--- config.mk ---
export PLATFORM = sky130hd
export DESIGN_NAME = uds_uart_data_rx_status
export DESIGN_NICKNAME = d
export VERILOG_FILES = /design/src/design/uds_pkg.sv /design/src/design/uds_uart_data_rx_status.sv
export SDC_FILE = /design/constraint.sdc
export NUM_CORES = 1
export LEC_CHECK = 0
export ABC_CLOCK_PERIOD_IN_PS = 4600
export BUFFER_PORTS_ARGS = -buffer_cell sky130_fd_sc_hd__buf_4
export CAP_MARGIN = 25
export CORE_AREA = 2 2 186 188
export DETAILED_ROUTE_END_ITERATION = 10
export DIE_AREA = 0 0 188 190
export GPL_ROUTABILITY_DRIVEN = 0
export HOLD_SLACK_MARGIN = 0.15
export PLACE_DENSITY = 0.73
export SLEW_MARGIN = 40
export SYNTH_ARGS = -nofsm -noshare
export SYNTH_HDL_FRONTEND = slang
export SYNTH_SLANG_ARGS = --single-unit
export TNS_END_PERCENT = 10
--- constraint.sdc ---
create_clock -name clk -period 4.6 [get_ports clk]
set_input_delay 0.46 -clock clk [delete_from_list [all_inputs] [get_ports clk]]
set_output_delay 0.46 -clock clk [all_outputs]
set_load 0.02 [all_outputs]
--- src/design/uds_pkg.sv ---
// Constants, field layouts and types for the serial data port and receive status block.
// Assumes a single 40 MHz clock and that every user of these names writes uds_pkg::name.
package uds_pkg;

	////////////////////////////////////////////////////////////////////////////////
	// Register map and fields.
	localparam logic [31:0] DATA_ADDR = 32'h808C_0000;
	localparam logic [31:0] STAT_ADDR = 32'h808C_0004;
	localparam logic [31:0] REG_RESET = 32'h0000_0000;
	localparam int STS_OE_BIT = 3;
	localparam int STS_BRK_BIT = 2;
	localparam int STS_PAR_BIT = 1;
	localparam int STS_FRM_BIT = 0;
	localparam int DATA_W = 8;

	////////////////////////////////////////////////////////////////////////////////
	// Sizes and bit timing.
	localparam int FIFO_DEPTH = 16;
	localparam logic [1:0] BUF_DEPTH = 2'h2;
	localparam logic [3:0] TICK_LAST = 4'hF;
	localparam logic [3:0] TICK_MID = 4'h7;
	localparam logic [2:0] BIT_LAST = 3'h7;
	localparam logic LINE_IDLE = 1'b1;

	////////////////////////////////////////////////////////////////////////////////
	// Types.
	typedef struct packed {
		logic brk;
		logic par;
		logic frm;
		logic [DATA_W-1:0] data;
	} uds_rx_entry_type;

	typedef enum logic [2:0] {TX_IDLE, TX_START, TX_DATA, TX_PARITY, TX_STOP} uds_tx_state_type;
	typedef enum logic [2:0] {RX_IDLE, RX_START, RX_DATA, RX_PARITY, RX_STOP, RX_BREAK} uds_rx_state_type;

endpackage

--- src/design/uds_uart_data_rx_status.sv ---
// Serial data port with transmit and receive FIFOs, framing, and the receive error status register.
// Assumes line settings come from same-clock logic, the register port is APB style on clk,
// and the DMA engine does the packing of bytes into words on its own side.
`timescale 1ns/100ps

module uds_uart_data_rx_status #(
	parameter int TX_DEPTH = uds_pkg::FIFO_DEPTH,
	parameter int RX_DEPTH = uds_pkg::FIFO_DEPTH
) (
	// Clock and reset
	input wire logic clk,
	input wire logic rstn,
	// Register port
	input wire logic psel,
	input wire logic penable,
	input wire logic pwrite,
	input wire logic [31:0] paddr,
	input wire logic [31:0] pwdata,
	output logic [31:0] prdata,
	output logic pready,
	// Line settings
	input wire logic fifo_mode_select,
	input wire logic parity_on,
	input wire logic even_parity_select,
	input wire logic hdlc_sync_mode,
	input wire logic [15:0] baud_div,
	// Serial line
	input wire logic rxd,
	output logic txd,
	// DMA byte path
	input wire logic dma_tx_valid,
	input wire logic [7:0] dma_tx_data,
	output logic dma_tx_ready,
	output logic dma_rx_valid,
	output logic [7:0] dma_rx_data,
	input wire logic dma_rx_ready
);

	localparam int TXP = $clog2(TX_DEPTH);
	localparam int RXP = $clog2(RX_DEPTH);
	localparam logic [TXP:0] TX_FULL = (TXP+1)'(TX_DEPTH);
	localparam logic [RXP:0] RX_FULL = (RXP+1)'(RX_DEPTH);

	// Pointers wrap by overflow, so depths must be powers of two.
	if (TX_DEPTH < 2 || RX_DEPTH < 2 || (TX_DEPTH & (TX_DEPTH - 1)) != 0 || (RX_DEPTH & (RX_DEPTH - 1)) != 0) begin : g_bad
		$error("FIFO depths must be powers of two, at least 2");
	end

	////////////////////////////////////////////////////////////////////////////////
	// Oversampling tick and receive line synchroniser.
	logic [15:0] div_cnt;
	logic tick, rxd_meta, rxd_s;
	// A zero divisor stops the tick, so no character moves in either direction.
	always_ff @(posedge clk or negedge rstn) begin
		if (!rstn) begin
			div_cnt <= 16'h0000;
			tick <= 1'b0;
		end else begin
			div_cnt <= (baud_div == 16'h0000 || div_cnt == baud_div) ? 16'h0000 : div_cnt + 16'h0001;
			tick <= baud_div != 16'h0000 && div_cnt == baud_div;
		end
	end
	always_ff @(posedge clk or negedge rstn) begin
		if (!rstn) begin
			rxd_meta <= uds_pkg::LINE_IDLE;
			rxd_s <= uds_pkg::LINE_IDLE;
		end else begin
			rxd_meta <= rxd;
			rxd_s <= rxd_meta;
		end
	end

	////////////////////////////////////////////////////////////////////////////////
	// Register port decode.
	wire logic hit_data = paddr == uds_pkg::DATA_ADDR;
	wire logic hit_stat = paddr == uds_pkg::STAT_ADDR;
	wire logic apb_go = psel & penable & pready;
	wire logic apb_setup = psel & ~penable;
	wire logic data_wr_pend = psel & hit_data & pwrite;
	wire logic data_rd_pend = psel & hit_data & ~pwrite;
	wire logic data_wr_go = apb_go & hit_data & pwrite;
	wire logic data_rd_go = apb_go & hit_data & ~pwrite;
	wire logic stat_wr_go = apb_go & hit_stat & pwrite;

	////////////////////////////////////////////////////////////////////////////////
	// Two-entry buffer between the writers and the transmit FIFO.
	logic [7:0] buf_mem [2];
	logic buf_wr, buf_rd;
	logic [1:0] buf_cnt;
	logic [7:0] tx_mem [TX_DEPTH];
	logic [TXP-1:0] tx_wr, tx_rd;
	logic [TXP:0] tx_cnt;
	uds_pkg::uds_tx_state_type tx_state;
	wire logic dma_tx_fire = dma_tx_valid & dma_tx_ready;
	wire logic buf_push = data_wr_go | dma_tx_fire;
	wire logic [7:0] buf_in = data_wr_go ? pwdata[7:0] : dma_tx_data;
	wire logic [TXP:0] tx_limit = fifo_mode_select ? TX_FULL : (TXP+1)'(1);
	wire logic buf_pop = buf_cnt != 2'h0 && tx_cnt < tx_limit;
	wire logic [1:0] next_buf_cnt = buf_cnt + 2'(buf_push) - 2'(buf_pop);
	wire logic tx_load = tx_state == uds_pkg::TX_IDLE && tx_cnt != '0;
	wire logic [TXP:0] next_tx_cnt = tx_cnt + (TXP+1)'(buf_pop) - (TXP+1)'(tx_load);
	always_ff @(posedge clk or negedge rstn) begin
		if (!rstn) begin
			buf_wr <= 1'b0;
			buf_rd <= 1'b0;
			buf_cnt <= 2'h0;
			tx_wr <= '0;
			tx_rd <= '0;
			tx_cnt <= '0;
		end else begin
			buf_wr <= buf_wr ^ buf_push;
			buf_rd <= buf_rd ^ buf_pop;
			buf_cnt <= next_buf_cnt;
			tx_wr <= tx_wr + TXP'(buf_pop);
			tx_rd <= tx_rd + TXP'(tx_load);
			tx_cnt <= next_tx_cnt;
		end
	end
	always_ff @(posedge clk) begin
		if (buf_push) begin
			buf_mem[buf_wr] <= buf_in;
		end
		if (buf_pop) begin
			tx_mem[tx_wr] <= buf_mem[buf_rd];
		end
	end

	////////////////////////////////////////////////////////////////////////////////
	// Transmitter: start, eight data bits, optional parity, one stop bit.
	logic [3:0] tx_ticks;
	logic [2:0] tx_bits;
	logic [7:0] tx_shift;
	logic tx_par;
	always_ff @(posedge clk or negedge rstn) begin
		if (!rstn) begin
			tx_state <= uds_pkg::TX_IDLE;
			tx_ticks <= 4'h0;
			tx_bits <= 3'h0;
			tx_shift <= 8'h00;
			tx_par <= 1'b0;
			txd <= uds_pkg::LINE_IDLE;
		end else if (tx_load) begin
			tx_state <= uds_pkg::TX_START;
			tx_ticks <= 4'h0;
			tx_bits <= 3'h0;
			tx_shift <= tx_mem[tx_rd];
			tx_par <= ^tx_mem[tx_rd] ^ ~even_parity_select;
			txd <= 1'b0;
		end else if (tick && tx_state != uds_pkg::TX_IDLE) begin
			tx_ticks <= tx_ticks + 4'h1;
			if (tx_ticks == uds_pkg::TICK_LAST) begin
				case (tx_state)
					uds_pkg::TX_START: begin
						tx_state <= uds_pkg::TX_DATA;
						txd <= tx_shift[0];
					end
					uds_pkg::TX_DATA: begin
						tx_shift <= tx_shift >> 1;
						tx_bits <= tx_bits + 3'h1;
						if (tx_bits != uds_pkg::BIT_LAST) begin
							txd <= tx_shift[1];
						end else if (parity_on) begin
							tx_state <= uds_pkg::TX_PARITY;
							txd <= tx_par;
						end else begin
							tx_state <= uds_pkg::TX_STOP;
							txd <= uds_pkg::LINE_IDLE;
						end
					end
					uds_pkg::TX_PARITY: begin
						tx_state <= uds_pkg::TX_STOP;
						txd <= uds_pkg::LINE_IDLE;
					end
					default: begin
						tx_state <= uds_pkg::TX_IDLE;
						txd <= uds_pkg::LINE_IDLE;
					end
				endcase
			end
		end
	end

	////////////////////////////////////////////////////////////////////////////////
	// Receiver: samples mid-bit, sixteen ticks per bit.
	uds_pkg::uds_rx_state_type rx_state;
	logic [3:0] rx_ticks;
	logic [2:0] rx_bits;
	logic [7:0] rx_shift;
	logic rx_par_acc, rx_all_low;
	wire logic rx_bit_end = tick && rx_ticks == uds_pkg::TICK_LAST;
	wire logic rx_stop_sample = rx_bit_end && rx_state == uds_pkg::RX_STOP;
	// A line held low through start, data, parity and stop is a break, not a framing error.
	wire logic rx_brk = rx_all_low & ~rxd_s;
	wire uds_pkg::uds_rx_entry_type rx_word = '{
		brk: rx_brk,
		par: ~rx_brk & parity_on & (rx_par_acc ^ ~even_parity_select),
		frm: ~rx_brk & ~rxd_s,
		data: rx_brk ? 8'h00 : rx_shift
	};
	always_ff @(posedge clk or negedge rstn) begin
		if (!rstn) begin
			rx_state <= uds_pkg::RX_IDLE;
			rx_ticks <= 4'h0;
			rx_bits <= 3'h0;
			rx_shift <= 8'h00;
			rx_par_acc <= 1'b0;
			rx_all_low <= 1'b0;
		end else begin
			if (tick) begin
				rx_ticks <= rx_ticks + 4'h1;
			end
			case (rx_state)
				uds_pkg::RX_IDLE: begin
					rx_ticks <= 4'h0;
					if (!rxd_s) begin
						rx_state <= uds_pkg::RX_START;
					end
				end
				uds_pkg::RX_START: begin
					if (tick && rx_ticks == uds_pkg::TICK_MID) begin
						rx_state <= rxd_s ? uds_pkg::RX_IDLE : uds_pkg::RX_DATA;
						rx_ticks <= 4'h0;
						rx_bits <= 3'h0;
						rx_par_acc <= 1'b0;
						rx_all_low <= 1'b1;
					end
				end
				uds_pkg::RX_DATA, uds_pkg::RX_PARITY: begin
					if (rx_bit_end) begin
						rx_par_acc <= rx_par_acc ^ rxd_s;
						rx_all_low <= rx_all_low & ~rxd_s;
						if (rx_state == uds_pkg::RX_DATA) begin
							rx_shift <= {rxd_s, rx_shift[7:1]};
							rx_bits <= rx_bits + 3'h1;
							if (rx_bits == uds_pkg::BIT_LAST) begin
								rx_state <= parity_on ? uds_pkg::RX_PARITY : uds_pkg::RX_STOP;
							end
						end else begin
							rx_state <= uds_pkg::RX_STOP;
						end
					end
				end
				uds_pkg::RX_STOP: begin
					if (rx_bit_end) begin
						rx_state <= rx_brk ? uds_pkg::RX_BREAK : uds_pkg::RX_IDLE;
					end
				end
				default: begin
					if (rxd_s) begin
						rx_state <= uds_pkg::RX_IDLE;
					end
				end
			endcase
		end
	end

	////////////////////////////////////////////////////////////////////////////////
	// Receive FIFO of data plus status, and the receive error status register.
	uds_pkg::uds_rx_entry_type rx_mem [RX_DEPTH];
	logic [RXP-1:0] rx_wr, rx_rd;
	logic [RXP:0] rx_cnt;
	logic sts_oe, sts_brk, sts_par, sts_frm;
	wire logic [RXP:0] rx_limit = fifo_mode_select ? RX_FULL : (RXP+1)'(1);
	wire logic rx_full = rx_cnt >= rx_limit;
	wire logic rx_push = rx_stop_sample & ~rx_full;
	wire logic overrun_evt = rx_stop_sample & rx_full;
	wire logic rx_pop = (data_rd_go | (dma_rx_valid & dma_rx_ready)) & rx_cnt != '0;
	wire logic [RXP:0] next_rx_cnt = rx_cnt + (RXP+1)'(rx_push) - (RXP+1)'(rx_pop);
	wire logic [RXP-1:0] next_rx_rd = rx_rd + RXP'(rx_pop);
	wire uds_pkg::uds_rx_entry_type rx_head = rx_mem[rx_rd];
	wire logic head_from_line = rx_cnt == '0 || (rx_cnt == (RXP+1)'(1) && rx_pop);
	wire uds_pkg::uds_rx_entry_type next_head = head_from_line ? rx_word : rx_mem[next_rx_rd];
	// Overrun set wins over a clearing write in the same cycle.
	wire logic next_oe = overrun_evt | (sts_oe & ~stat_wr_go);
	wire logic next_brk = rx_pop ? rx_head.brk : sts_brk & ~stat_wr_go;
	wire logic next_par = rx_pop ? rx_head.par : sts_par & ~stat_wr_go;
	wire logic next_frm = rx_pop ? rx_head.frm : sts_frm & ~stat_wr_go;
	// Synchronous HDLC has no character framing, so only overrun is reported there.
	wire logic [3:0] sts_view = {next_oe, {next_brk, next_par, next_frm} & {3{~hdlc_sync_mode}}};
	wire logic [31:0] rd_value = pwrite ? uds_pkg::REG_RESET :
		hit_data ? {24'h000000, next_head.data} :
		hit_stat ? {28'h0000000, sts_view} : uds_pkg::REG_RESET;
	always_ff @(posedge clk or negedge rstn) begin
		if (!rstn) begin
			rx_wr <= '0;
			rx_rd <= '0;
			rx_cnt <= '0;
			sts_oe <= 1'b0;
			sts_brk <= 1'b0;
			sts_par <= 1'b0;
			sts_frm <= 1'b0;
		end else begin
			rx_wr <= rx_wr + RXP'(rx_push);
			rx_rd <= next_rx_rd;
			rx_cnt <= next_rx_cnt;
			sts_oe <= next_oe;
			sts_brk <= next_brk;
			sts_par <= next_par;
			sts_frm <= next_frm;
		end
	end
	always_ff @(posedge clk) begin
		if (rx_push) begin
			rx_mem[rx_wr] <= rx_word;
		end
	end

	////////////////////////////////////////////////////////////////////////////////
	// Registered port outputs.
	// The DMA read side is held off while a register read of the data port is open,
	// so the two readers never take the same entry twice.
	always_ff @(posedge clk or negedge rstn) begin
		if (!rstn) begin
			prdata <= uds_pkg::REG_RESET;
			pready <= 1'b0;
			dma_tx_ready <= 1'b0;
			dma_rx_valid <= 1'b0;
			dma_rx_data <= 8'h00;
		end else begin
			if (apb_setup) begin
				prdata <= rd_value;
			end
			pready <= psel & ~apb_go & (~data_wr_pend | next_buf_cnt < uds_pkg::BUF_DEPTH);
			dma_tx_ready <= next_buf_cnt < uds_pkg::BUF_DEPTH && !data_wr_pend;
			dma_rx_valid <= next_rx_cnt != '0 && !data_rd_pend;
			dma_rx_data <= next_head.data;
		end
	end
endmodule

* Word level (Yosys, flattened, before mapping)
Memories as Yosys holds them, arrays and structs flattened.
Index checks and enable logic that the tools add are counted.
** Cells by class
- $add $sub $neg :: 15
- Magnitude comparators :: 3
- Equal/unequal tests :: 23
- Mux-type cells :: 62
- Bitwise gates (word level) :: 46
- Reductions and logical operators :: 38
** Operator list (count)
- $mux W8 :: 9
- $eq A32 B32 Y1 const B :: 2
- $mux W3 :: 20
- $and A1 B1 Y1 :: 26
- $mux W4 :: 5
- $reduce_bool A5 Y1 :: 4
- $mux W1 :: 18
- $add A16 B1 Y16 const B :: 1
- $add A4 B1 Y4 :: 4
- $eq A16 B16 Y1 :: 1
- $logic_not A16 Y1 :: 1
- $mux W16 :: 1
- $reduce_bool A16 Y1 :: 1
- $eq A3 B2 Y1 const B :: 4
- $pmux W3 S4 :: 1
- $reduce_and A3 Y1 :: 4
- $add A5 B1 Y5 :: 2
- $logic_and A1 B1 Y1 :: 10
- $ne A2 B2 Y1 const B :: 5
- $not A1 Y1 :: 10
- $reduce_bool A2 Y1 :: 5
- $sub A5 B1 Y5 :: 2
- $ne A3 B3 Y1 const B :: 3
- $pmux W3 S3 :: 1
- other kinds (30) :: 47
** Storage, ports and cells
- Register bits after elaboration :: 136
- Bits in writable memories :: 320
- Output and inout port bits :: 44
- Logic and storage cells :: 224
- Memories kept :: 3
** Memory list
- rx_mem :: depth 16, bits a word 11, read ports 2, clocked after memory_dff 0, wr ports 1, RTL line uds_uart_data_rx_status.sv:259 : uds_pkg::uds_rx_entry_type rx_mem [RX_DEPTH];
- tx_mem :: depth 16, bits a word 8, read ports 1, clocked after memory_dff 0, wr ports 1, RTL line uds_uart_data_rx_status.sv:90 : logic [7:0] tx_mem [TX_DEPTH];
- buf_mem :: depth 2, bits a word 8, read ports 1, clocked after memory_dff 0, wr ports 1, RTL line uds_uart_data_rx_status.sv:87 : logic [7:0] buf_mem [2];

* Logic depth before layout (Yosys ltp)
- Depth in word-level cells :: 11
- Gate-level depth with buffers :: 17
- Mapped depth without buffers :: 16

* Worst setup path after synthesis
OpenSTA, ideal clock, no wires.
- Path type :: input port to flip-flop
- Start :: input paddr[14]
- End :: register prdata[4]
- Library setup time :: 0.121 ns
- Arrival :: 3.622 ns
- Required time :: 4.479 ns
- Slack :: 0.857 ns
- Cell stages on the path :: 13
- Path through :: nor4b_1 nand4_1 nor3_2 a22oi_1 o21bai_1 inv_1 ha_1 clkbuf_1 buf_2 mux4_2 mux4_2 mux2_2 a22o_1
** RTL lines
- start: declaration :: RTL line uds_uart_data_rx_status.sv:17 : input wire logic [31:0] paddr,
- end signal: assignment :: RTL line uds_uart_data_rx_status.sv:314 : prdata <= uds_pkg::REG_RESET;
- end signal: assignment :: RTL line uds_uart_data_rx_status.sv:321 : prdata <= rd_value;
- end: declaration :: RTL line uds_uart_data_rx_status.sv:19 : output logic [31:0] prdata,

==> results.json <==
{
  "status": "finished, final reports clean",
  "crit_fanout": 33,
  "leakage_nw": 8.31,
  "drv_slew": 0,
  "insertion_delay_ns": 0.55,
  "hold_viol_final": 0,
  "ff2ff_setup_slack_ns": 0.90,
  "cts.sinks": 432,
  "r2r_start": "rx_cnt[0]",
  "hold_path_depth": 2,
  "maxSlewHeadroom_pct": 42.2,
  "yosys_warnings": 0,
  "cts_tree": "yes",
  "hpwl_mm": 24.2,
  "grt_max_degree": 66,
  "critPathBufInv": 5,
  "fill_cells": 2442,
  "rr_worst_depth": 13,
  "wire_per_inst_um": 21.5,
  "max_freq_mhz": 269,
  "worst_slack_ns": 0.878,
  "grt_pass1_wl_mm": 58.4,
  "crit_path_top_delay_cell": "dlygate4sd3_1",
  "peakVddDrop_mv": 0.332,
  "h-tree-depth": 2,
  "fin_skew_ns": 0.0174,
  "p_comb_share_pct": 20.5,
  "grt_pass1_vias": 10268,
  "initial_core_util_pct": 54.0,
  "critPathRequiredTime_ns": 5.02,
  "synth_area_sq_um": 18300,
  "via_count": 10105,
  "hp-class": "input pin to register",
  "end_kind": "register",
  "cts_root_buf": "clkbuf_16",
  "internal_power_mw": 7.55,
  "synthCells": 1119,
  "multi_input_area_sq_um": 5460,
  "worstPathCellList": "dlygate4sd3_1, buf_4, inv_1, nor3_2, a22oi_1, o21bai_1, inv_1, ha_2, ha_1, buf_4, mux4_2, mux4_2, mux2_2, a22o_1",
  "period_minus_slack_ns": 3.72,
  "dp_slack_ns": 0.383,
  "worstHoldStart": "dma_tx_data[4]",
  "layout-drive-gt1-share_pct": 25.5,
  "power.switching_mw": 2.93,
  "worst-setup-path-type": "input pin to register",
  "numCtsBuffers": 44,
  "fin_nets": 1396,
  "rsz0062_at_grt": "no",
  "arrival_ns": 4.15,
  "viasPerCell": 5.78,
  "worst_pin_slew_ns": 0.863,
  "ys_seq_area_share_pct": 67.7,
  "floorplan.die_area_sq_um": 35700,
  "overflow": 0,
  "tns_ns": 0,
  "avgSynthCellArea_sq_um": 16.4,
  "cp_slowest_stage_delay_ns": 0.54,
  "drc": 0,
  "ys_ff_latch": 432,
  "post_cts_resized": 0,
  "r2r-end": "dma_rx_valid",
  "antenna_found_initial": 0,
  "seq_area_sq_um": 12400,
  "post_cts_buffers": 0,
  "powerDensity_nw_per_um2": 498,
  "yosys.cell_types.count": 62,
  "synthFlopType": "edfxtp_1",
  "sw_frac_of_total_pct": 28.0,
  "die_w_um": 188,
  "core_sq_um": 33900,
  "antenna_left": 0,
  "n_antenna_cell": 0,
  "drt-total-wl_mm": 37.5,
  "io_pins": 144,
  "cp-startpoint": "psel",
  "die_h_um": 190,
  "fin_cells": 1747,
  "sequentialPowerShare_pct": 46.5,
  "finalCritPeriodShare_pct": 80.9,
  "setup_violations": 0,
  "maxCapViolations": 0,
  "hold_buffers": 3,
  "ys_async_sr_fraction_pct": 25.9,
  "rows": 68,
  "drt_pre_antenna_iters": 5,
  "drtIter0Drc": 902,
  "portBuffers": 95,
  "pwr-share-clk_pct": 33.0,
  "path_delay_family": "buffers and inverters",
  "utilization_pct": 62.0,
  "cp-start-kind": "input pin",
  "syn_to_final_growth_pct": 14.7,
  "clock_path_buffers": 3,
  "grt_usage_pct": 21.5,
  "dp.cells": 1662,
  "holdPathEnd": "buf_mem[1][4]",
  "clk_pin_slew_ns": 0.06,
  "synth-edff-count": 320
}
## stage by stage
stage	total power, mW	hold slack, ns	instance area [sq um]
floorplan	6.42	0.164	18400
global placement	7.03	0.349	19600
detailed placement	7.10	0.348	19600
CTS	10.6	0.219	21000
global route	11.0	0.217	21000
finish	10.5	0.243	21000
## cells by family after synthesis
group / count (synthesis) / synth area share, %
xor gates and xnor gates: 59 / 2.97
buffers and inverters: 107 / 3.19
and+or+nand+nor: 221 / 6.05
AOI/OAI and AO/OA: 116 / 4.39
DFF: 432 / 67.7
muxes: 143 / 12.9
other: 1 / 0.0204
adders and majority gates: 40 / 2.81
## layout make-up
| type | instances | area share [%] |
|---|---|---|
| Tap cell | 455 | 2.71 |
| Timing Repair Buffer | 135 | 4.93 |
| Multi-Input combinational cell | 603 | 26.0 |
| Clock buffer | 60 | 5.71 |
| Sequential cell | 432 | 59.0 |
| Clock inverter | 22 | 0.945 |
| Inverter | 40 | 0.737 |
## cells in the mapped netlist (16+ instances only)
cell / instances / area (sq um)
a21oi_1: 21 / 105
buf_4: 27 / 203
clkbuf_1: 21 / 78.8
dfrtp_1: 109 / 2730
edfxtp_1: 320 / 9610
ha_1: 38 / 475
inv_1: 39 / 146
mux2_2: 37 / 417
mux2i_1: 35 / 350
mux4_2: 71 / 1600
nand2_1: 26 / 97.6
nand3_1: 26 / 130
nor2_1: 75 / 282
nor3_1: 16 / 80.1
o21ai_0: 25 / 125
xnor2_1: 22 / 193
xor2_1: 34 / 298
## how the worst max path moves through the flow
stage	to	slack [ns]	cells past startpoint
global route	prdata[7]	0.64	12
finish	prdata[5]	0.88	14
global placement	prdata[7]	0.42	14
floorplan	prdata[4]	0.86	13
CTS	prdata[7]	0.88	14
detailed placement	prdata[7]	0.38	14
## placed cells by master, fill, tap and decap left out, drive strengths merged, types with 35 or more instances in the layout
master  instances
edfxtp        320
mux4           71
ha             38
mux2           37
mux2i          35
buf           132
dfrtp         109
inv            43
clkbuf         60
nor2           76
## state kept, by name (all words and copies together), names as in the netlist, 8 cells and up
register and flops:
rx_shift 8, prdata 8, tx_mem 128, tx_shift 8, rx_mem 176, buf_mem 16
dma_rx_data 8, div_cnt 16
## power groups by stage
stage | Clock [mW] | Sequential, mW | Combinational (mW)
after global placement | 0 | 4.93 | 2.10
after detailed placement | 0 | 4.94 | 2.15
after CTS | 3.52 | 4.87 | 2.18
final | 3.46 | 4.87 | 2.15
after global routing | 3.68 | 4.90 | 2.40
after floorplan | 0 | 4.83 | 1.60
## layer usage
layer	global-route usage [%]	vias up	share of wire, %
met5	0	-	0
met4	8.30	0	3.4
met3	4.81	80	8.0
met2	34.9	371	48
met1	28.8	5134	40
li1	-	4520	-
No activity file was read; power rests on OpenSTA's default activity.
